$ cat src/asc_pkg.sv
`default_nettype none
package asc_pkg;
   // register offsets as the serial interface addresses them
   localparam logic [7:0] ANGLE_OFFSET = 8'h00;
   localparam logic [7:0] ERR_OFFSET = 8'h04;
   localparam logic [7:0] ERR2_OFFSET = 8'h05;
   localparam logic [7:0] CTRL_OFFSET = 8'h08;
   // operation_control field positions
   localparam int CTRL_CLEAR_BIT = 0;
   localparam int CTRL_MODE_BIT = 2;
   localparam int CTRL_START_BIT = 4;
   // second error register field positions
   localparam int ERR2_MANCH_BIT = 6;
   localparam int ERR2_LOGIC_BIT = 4;
   localparam int ERR2_TRANSDUCER_BIT = 3;
   // nv self-test selection bits
   localparam int SEL_LOGIC_BIT = 0;
   localparam int SEL_TRANSDUCER_BIT = 1;
   // reset values
   localparam logic [6:0] ERR_RESET = 7'h01;
   localparam logic [6:0] ERR2_RESET = 7'h00;
   localparam logic [11:0] ANGLE_RESET = 12'h000;
   // timing
   localparam int CLK_HZ = 10_000_000;
   localparam int LOGIC_TEST_MS = 10;
   localparam int TRANSDUCER_TEST_MS = 40;
   localparam int LOGIC_TEST_CYCLES = LOGIC_TEST_MS * (CLK_HZ / 1000);
   localparam int TRANSDUCER_TEST_CYCLES = TRANSDUCER_TEST_MS * (CLK_HZ / 1000);
   localparam int REFRESH_CYCLES = 100;
   typedef enum logic [1:0] {ASC_IDLE, ASC_LOGIC, ASC_TRANSDUCER} asc_test_state_t;
endpackage : asc_pkg
`default_nettype wire

$ cat src/asc_selftest_seq.sv
`timescale 1ns/10ps
`default_nettype none
module asc_selftest_seq #(
   parameter int unsigned LOGIC_CYCLES = asc_pkg::LOGIC_TEST_CYCLES,
   parameter int unsigned TRANSDUCER_CYCLES = asc_pkg::TRANSDUCER_TEST_CYCLES
)(
   input wire logic core_clk,
   input wire logic rst_n,
   input wire logic start,
   input wire logic [1:0] select,
   input wire logic logicTestBad,
   input wire logic transducerTestBad,
   output logic busy_q,
   output logic logicFail_q,
   output logic transducerFail_q
);
   localparam int CW = $clog2(TRANSDUCER_CYCLES + LOGIC_CYCLES + 1);
   asc_pkg::asc_test_state_t state_q, state_d;
   logic [CW-1:0] cnt_q, cnt_d;
   logic busy_d, logicFail_d, transducerFail_d;

   always_comb begin
      state_d = state_q;
      cnt_d = cnt_q + 1'b1;
      logicFail_d = 1'b0;
      transducerFail_d = 1'b0;
      case (state_q)
         asc_pkg::ASC_IDLE: begin
            cnt_d = '0;
            // a start with nothing selected runs no test
            if (start && select[asc_pkg::SEL_LOGIC_BIT]) begin
               state_d = asc_pkg::ASC_LOGIC;
            end else if (start && select[asc_pkg::SEL_TRANSDUCER_BIT]) begin
               state_d = asc_pkg::ASC_TRANSDUCER;
            end
         end
         asc_pkg::ASC_LOGIC: begin
            if (cnt_q == CW'(LOGIC_CYCLES - 1)) begin
               cnt_d = '0;
               logicFail_d = logicTestBad;
               state_d = select[asc_pkg::SEL_TRANSDUCER_BIT] ? asc_pkg::ASC_TRANSDUCER : asc_pkg::ASC_IDLE;
            end
         end
         asc_pkg::ASC_TRANSDUCER: begin
            if (cnt_q == CW'(TRANSDUCER_CYCLES - 1)) begin
               cnt_d = '0;
               transducerFail_d = transducerTestBad;
               state_d = asc_pkg::ASC_IDLE;
            end
         end
         default: begin
            state_d = asc_pkg::ASC_IDLE;
            cnt_d = '0;
         end
      endcase
      busy_d = (state_d != asc_pkg::ASC_IDLE);
   end

   always_ff @(posedge core_clk) begin
      if (!rst_n) begin
         state_q <= asc_pkg::ASC_IDLE;
         cnt_q <= '0;
         busy_q <= 1'b0;
         logicFail_q <= 1'b0;
         transducerFail_q <= 1'b0;
      end else begin
         state_q <= state_d;
         cnt_q <= cnt_d;
         busy_q <= busy_d;
         logicFail_q <= logicFail_d;
         transducerFail_q <= transducerFail_d;
      end
   end
endmodule : asc_selftest_seq
`default_nettype wire

$ cat src/asc_angle_path.sv
`timescale 1ns/10ps
`default_nettype none
module asc_angle_path #(
   parameter int unsigned REFRESH_CYCLES = asc_pkg::REFRESH_CYCLES
)(
   input wire logic core_clk,
   input wire logic rst_n,
   input wire logic suspend,
   input wire logic [11:0] rawAngle,
   input wire logic [11:0] refAngle,
   output logic [11:0] angle_q,
   output logic angleStrobe_q,
   output logic angleValid_q
);
   localparam int RW = $clog2(REFRESH_CYCLES + 1);
   logic [RW-1:0] tick_q, tick_d;
   logic [11:0] angle_d;
   logic angleStrobe_d, angleValid_d, tickNow;

   always_comb begin
      tickNow = (tick_q == RW'(REFRESH_CYCLES - 1));
      tick_d = tickNow ? '0 : tick_q + 1'b1;
      angle_d = angle_q;
      angleStrobe_d = 1'b0;
      angleValid_d = angleValid_q;
      if (suspend) begin
         // no readings while a test owns the front end
         angleValid_d = 1'b0;
      end else if (tickNow) begin
         angle_d = rawAngle - refAngle;
         angleStrobe_d = 1'b1;
         angleValid_d = 1'b1;
      end
   end

   always_ff @(posedge core_clk) begin
      if (!rst_n) begin
         tick_q <= '0;
         angle_q <= asc_pkg::ANGLE_RESET;
         angleStrobe_q <= 1'b0;
         angleValid_q <= 1'b0;
      end else begin
         tick_q <= tick_d;
         angle_q <= angle_d;
         angleStrobe_q <= angleStrobe_d;
         angleValid_q <= angleValid_d;
      end
   end
endmodule : asc_angle_path
`default_nettype wire

$ cat src/asc_ctrl_diag_regs.sv
// Functional notes
// - logic self-test failure sets second-error bit 4
// - transducer self-test failure sets second-error bit 3
// - execute fields start at once, read zero
// - start bit launches nv-selected self-tests
// - logic test about 10 ms, no angles
// - transducer test about 40 ms, no angles
// - clear bit clears error register flags
// - mode bit loaded from nv at power-up
// - host may override mode bit anytime
// - power cycle restores nv mode, drops override
// - averaging enabled only while mode bit one
// - reported angle is raw minus reference
// - angle samples at fixed refresh interval
// - error flags sticky until clear or reset
// - unmasked error drives serial error indication
`timescale 1ns/10ps
`default_nettype none
module asc_ctrl_diag_regs #(
   parameter int unsigned LOGIC_TEST_CYCLES = asc_pkg::LOGIC_TEST_CYCLES,
   parameter int unsigned TRANSDUCER_TEST_CYCLES = asc_pkg::TRANSDUCER_TEST_CYCLES,
   parameter int unsigned REFRESH_CYCLES = asc_pkg::REFRESH_CYCLES
)(
   input wire logic core_clk,
   input wire logic rst_n,
   input wire logic regWrEn,
   input wire logic regRdEn,
   input wire logic [7:0] regAddr,
   input wire logic [7:0] regWrData,
   output logic [12:0] regRdData_q,
   input wire logic [6:0] errEvent,
   input wire logic manchesterErr,
   input wire logic [6:0] nvErrMask,
   input wire logic [6:0] nvErr2Mask,
   input wire logic [1:0] nvSelftestSelect,
   input wire logic nvSamplingSpeedDefault,
   input wire logic logicTestBad,
   input wire logic transducerTestBad,
   input wire logic [11:0] rawAngle,
   input wire logic [11:0] nvRefAngle,
   output logic [11:0] angleOut_q,
   output logic angleStrobe_q,
   output logic angleValid_q,
   output logic selftestBusy_q,
   output logic averagingEnable_q,
   output logic serialErrFlag_q
);
   logic ctrlWr, selftestStart, errorFlagsClear;
   logic logicFailPulse, transducerFailPulse, angleSuspend;
   logic ctrlMode_q, ctrlMode_d;
   logic averagingEnable_d;
   logic [6:0] err_q, err_d, err2_q, err2_d, err2Set;
   logic serialErrFlag_d;
   logic [12:0] regRdData_d;

   // execute fields act in the write cycle itself and keep no storage
   always_comb begin
      ctrlWr = regWrEn && (regAddr == asc_pkg::CTRL_OFFSET);
      selftestStart = ctrlWr && regWrData[asc_pkg::CTRL_START_BIT];
      errorFlagsClear = ctrlWr && regWrData[asc_pkg::CTRL_CLEAR_BIT];
   end

   asc_selftest_seq #(
      .LOGIC_CYCLES(LOGIC_TEST_CYCLES),
      .TRANSDUCER_CYCLES(TRANSDUCER_TEST_CYCLES)
   ) u_seq (
      .core_clk(core_clk),
      .rst_n(rst_n),
      .start(selftestStart),
      .select(nvSelftestSelect),
      .logicTestBad(logicTestBad),
      .transducerTestBad(transducerTestBad),
      .busy_q(selftestBusy_q),
      .logicFail_q(logicFailPulse),
      .transducerFail_q(transducerFailPulse)
   );

   // a failing test's result cycle still suspends angles so its flag lands first
   always_comb begin
      angleSuspend = selftestBusy_q || logicFailPulse || transducerFailPulse;
   end

   asc_angle_path #(
      .REFRESH_CYCLES(REFRESH_CYCLES)
   ) u_angle (
      .core_clk(core_clk),
      .rst_n(rst_n),
      .suspend(angleSuspend),
      .rawAngle(rawAngle),
      .refAngle(nvRefAngle),
      .angle_q(angleOut_q),
      .angleStrobe_q(angleStrobe_q),
      .angleValid_q(angleValid_q)
   );

   // mode bit: every control write loads it from the mode field; other fields are ignored
   always_comb begin
      ctrlMode_d = ctrlMode_q;
      if (ctrlWr) begin
         ctrlMode_d = regWrData[asc_pkg::CTRL_MODE_BIT];
      end
      averagingEnable_d = ctrlMode_d;
   end

   always_ff @(posedge core_clk) begin
      if (!rst_n) begin
         // reset is power-on here, so any run-time override is lost
         ctrlMode_q <= nvSamplingSpeedDefault;
         averagingEnable_q <= nvSamplingSpeedDefault;
      end else begin
         ctrlMode_q <= ctrlMode_d;
         averagingEnable_q <= averagingEnable_d;
      end
   end

   // error flags: sticky, a new event in the clear cycle wins
   always_comb begin
      err2Set = '0;
      err2Set[asc_pkg::ERR2_MANCH_BIT] = manchesterErr;
      err2Set[asc_pkg::ERR2_LOGIC_BIT] = logicFailPulse;
      err2Set[asc_pkg::ERR2_TRANSDUCER_BIT] = transducerFailPulse;
      if (errorFlagsClear) begin
         err_d = errEvent;
         err2_d = err2Set;
      end else begin
         err_d = err_q | errEvent;
         err2_d = err2_q | err2Set;
      end
      serialErrFlag_d = |(err_d & ~nvErrMask) || |(err2_d & ~nvErr2Mask);
   end

   always_ff @(posedge core_clk) begin
      if (!rst_n) begin
         err_q <= asc_pkg::ERR_RESET;
         err2_q <= asc_pkg::ERR2_RESET;
         serialErrFlag_q <= 1'b0;
      end else begin
         err_q <= err_d;
         err2_q <= err2_d;
         serialErrFlag_q <= serialErrFlag_d;
      end
   end

   // read data; unmapped offsets answer zero
   always_comb begin
      regRdData_d = regRdData_q;
      if (regRdEn) begin
         case (regAddr)
            asc_pkg::ANGLE_OFFSET: regRdData_d = {angleOut_q, 1'b0};
            asc_pkg::ERR_OFFSET: regRdData_d = {6'h00, err_q};
            asc_pkg::ERR2_OFFSET: regRdData_d = {6'h00, err2_q};
            // execute and reserved fields always read zero
            asc_pkg::CTRL_OFFSET: begin
               regRdData_d = '0;
               regRdData_d[asc_pkg::CTRL_MODE_BIT] = ctrlMode_q;
            end
            default: regRdData_d = '0;
         endcase
      end
   end

   always_ff @(posedge core_clk) begin
      if (!rst_n) begin
         regRdData_q <= '0;
      end else begin
         regRdData_q <= regRdData_d;
      end
   end

   // helper state for the checks below
   logic [1:0] selAtStart_q;
   logic [31:0] busyLen_q;
   always_ff @(posedge core_clk) begin
      if (!rst_n) begin
         selAtStart_q <= 2'h0;
         busyLen_q <= '0;
      end else begin
         if (selftestStart && !selftestBusy_q) begin
            selAtStart_q <= nvSelftestSelect;
         end
         busyLen_q <= selftestBusy_q ? busyLen_q + 32'h1 : 32'h0;
      end
   end
endmodule : asc_ctrl_diag_regs
`default_nettype wire

$ cat config.mk
export PLATFORM = sky130hd
export DESIGN_NAME = asc_ctrl_diag_regs
export DESIGN_NICKNAME = d
export VERILOG_FILES = /design/src/asc_pkg.sv /design/src/asc_selftest_seq.sv /design/src/asc_angle_path.sv /design/src/asc_ctrl_diag_regs.sv
export SDC_FILE = /design/constraint.sdc
export NUM_CORES = 1
export LEC_CHECK = 0
export BUFFER_PORTS_ARGS = -buffer_cell sky130_fd_sc_hd__buf_4
export CAP_MARGIN = 20
export CORE_MARGIN = 1.5
export CORE_UTILIZATION = 35
export CTS_BUF_LIST = sky130_fd_sc_hd__clkbuf_4
export DETAILED_ROUTE_END_ITERATION = 10
export SYNTH_ARGS = -nofsm -noshare
export SYNTH_HDL_FRONTEND = slang
export SYNTH_SLANG_ARGS = --single-unit
$ cat constraint.sdc
create_clock -name core_clk -period 2.3 [get_ports core_clk]
set_input_delay 0.23 -clock core_clk [delete_from_list [all_inputs] [get_ports core_clk]]
set_output_delay 0.23 -clock core_clk [all_outputs]
set_load 0.03 [all_outputs]
==> results.yml <==
die:
  die_x_microns: 107
  die-area_sq_um: 11400
  die_h_microns: 107
  io_pins: 101
  rows: 37
  start_util_pct: 36.3
  core_area_sq_um: 10400
route:
  vias: 3468
  wl_per_cell_microns: 13.8
  ant_nets: 0
  totalWireLength_microns: 9450
  drtPass1Iterations: 4
  dr.first_iter.drc_count: 135
  routed_via_density: 5.08
  drc: 0
cts:
  clk_pin_slew_ps: 140
  tritoncts: "done"
  numCtsBuffers: 9
  clock_path_buffers: 2
  htree_num_levels: 3
  cts.sinks: 74
  cts-root-buf: "clkbuf_4"
  clkLatencyLatePin_ps: 410
power_and_ir_drop:
  vdd_drop_max_mv: 0.221
  p_per_area_nw_per_um2: 484
  p_int_mw: 1.69
  p_leak_nw: 2.02
  combPwrFrac_pct: 13.6
  pwr-share-seq_pct: 56.8
  power_switching_uw: 620
  pwr-share-clk_pct: 29.6
  sw_frac_of_total_pct: 26.8
critical_path:
  startpoint_type: "flop"
  crit_fanout: 13
  cp-end-kind: "flop"
  cp.arrival_ps: 2490
  critPathKind: "flop to flop"
  reg2regPathDepth: 7
  cp.required_ps: 2650
synthesis:
  yosysTopAreaCell: "dfxtp_1"
  synthCells: 441
  ys_top_cells_by_count: "73 x dfxtp_1, 57 x nor2_1, 34 x a21oi_1, 31 x nand2_1, 29 x inv_1"
  synth_cell_types: 62
  synth_top_flop_cell: "dfxtp_1"
  ys_seq_area_share_pct: 39.6
  synth_nets: 530
  synth_top_cells_by_area: "dfxtp_1 39%, nor2_1 5.7%, ha_1 5.6%, a21oi_1 4.5%, xor2_1 3.7%"
  avgSynthCellArea_sq_um: 8.54
  syn_area_sq_um: 3770
  synth_warnings: 0
  ys_async_sr_fraction_pct: 0
  yosysTopAreaCellShare_pct: 38.8
  synth-edff-count: 1
  synth_most_common_cell: "dfxtp_1"
  ys_seq_elements: 74
timing:
  grt_setup_unrepaired: "no"
  tns_ps: 0
  slew_violations: 0
  tightest_slew_ps: 447
  max-slew-margin-rel_pct: 69.4
  period_minus_slack_ps: 2130
  min_period_over_period_pct: 92.7
  fmax_ghz: 0.469
  hold_viol: 0
  postLayoutSetupSlackWorst_ps: 168
  finalSetupViolCount: 0
  fin_skew_ps: 27.9
  hold_slack_ps: 24.1
finish:
  seqCellArea_sq_um: 1490
  antenna_cells: 0
  area_growth_pct: 26.7
  nFillCells: 1033
  multi_input_area_sq_um: 2110
  layout-drive-gt1-share_pct: 25.2
  nets: 631
global_routing:
  grt_max_degree: 31
  grt_pass1_wl_microns: 15700
  antenna_found_initial: 0
  grt_usage_pct: 17.0
  grt_overflow: 0
  grt_pass1_vias: 3343
flow_run:
  timing.max_cap.violations: 0
placed_design:
  dp_slack_ps: 5.37
  port_buffers: 95
  dp.final_hpwl_microns: 7270
  place.gp.congestion: 0.788
hold_path:
  holdPathStages: 3
  hp-class: "input pin to flop"
run_status:
  status: "finished, final reports clean"
## worst paths after layout
path,startpoint,end,slack (ps)
worst max-delay path,u_angle.tick_q[0],u_angle.angle_q[10],170
worst min register to register,u_angle.tick_q[0],u_angle.tick_q[0],440
worst min-delay path,manchesterErr,err2_q[6],20
worst max register to register,u_angle.tick_q[0],u_angle.angle_q[10],170
## power groups by stage
stage | combinational [mW] | sequential, mW | clock, mW
CTS | 0.315 | 1.31 | 0.706
floorplan | 0.165 | 1.34 | 0
global route | 0.349 | 1.32 | 0.760
detailed placement | 0.311 | 1.34 | 0
finish | 0.315 | 1.31 | 0.683
global placement | 0.307 | 1.34 | 0
## sequential cells by signal, indices dropped and copies added, names as in the netlist
name,cells
u_seq.cnt_q,19
regRdData_q,13
u_angle.angle_q,12
err2_q,7
err_q,7
u_angle.tick_q,7
u_seq.state_q,2
ctrlMode_q,1
serialErrFlag_q,1
u_angle.angleStrobe_q,1
u_angle.angleValid_q,1
u_seq.busy_q,1
u_seq.logicFail_q,1
u_seq.transducerFail_q,1
## critical path, stage by stage (launching register included)
cell and delay (ps):
dfxtp_1 360, ha_1 200, nor4bb_1 360, and3b_1 270
nand2_1 130, buf_4 220, a2111oi_0 370, a311o_1 180
## layer usage
| layer | vias up | part of all wire, % | global-route usage [%] | wire length, microns |
|---|---|---|---|---|
| met5 | - | 0 | 0 | 0 |
| met4 | 0 | 1.8 | 5.81 | 174 |
| met3 | 14 | 5.8 | 3.28 | 550 |
| met2 | 100 | 45 | 27.3 | 4210 |
| met1 | 1600 | 48 | 22.8 | 4520 |
| li1 | 1754 | - | - | - |
## placed cells by master, fill, tap and decap left out, drive strengths merged, types with 3 or more instances in the layout
| master | count |
|---|---|
| a22oi | 6 |
| dfxtp | 73 |
| nor2b | 14 |
| nand3b | 4 |
| mux2i | 3 |
| a211oi | 3 |
| o21ai | 12 |
| a21oi | 34 |
| buf | 102 |
| o21a | 4 |
| nand4 | 9 |
| or3 | 3 |
| xnor2 | 8 |
| nand2 | 32 |
| a22o | 3 |
| xor2 | 16 |
| nand2b | 5 |
| and3 | 12 |
| inv | 29 |
| o2111ai | 3 |
| nand3 | 21 |
| nor2 | 57 |
| ha | 17 |
| clkbuf | 10 |
| nor3 | 12 |
| mux2 | 8 |
| clkinv | 5 |
## what timing repair did
item | in CTS | in global routing
resized for setup | 0 | 2
hold endpoints to repair | 2 | 0
hold buffers | 2 | 0
buffers inserted | 0 | 0
endpoints found under the setup margin | 0 | 6
## logic make-up (layout without fill, tap and decap cells)
family,after synthesis,after routing,share of synthesized area [%]
DFF,74,74,39.6
muxes,11,11,3.19
xor gates and xnor gates,24,24,5.58
and+or+nand+nor,182,182,25.1
buffers and inverters,43,149,4.58
adders and majority gates,18,18,6.18
AOI/OAI and AO/OA,89,89,15.8
## area by class of cell
class	instances	area share, %
clock inverters	6	0.734
inverters	29	2.28
repair buffers	104	16.5
clock buffers	10	1.57
flip-flops and latches	74	31.2
well taps	136	3.56
multi-input cells	324	44.1
## through the flow
step / power, mW / area [sq um] / cells / util [%]
after floorplan: 1.51 / 3770 / 441 / -
final: 2.31 / 4770 / 683 / 46.0
after global routing: 2.42 / 4770 / 683 / 46.0
after global placement: 1.65 / 4640 / 665 / 44.7
after CTS: 2.33 / 4770 / 683 / 46.0
after detailed placement: 1.65 / 4640 / 665 / 44.7
No activity file was read; power rests on OpenSTA's default activity.
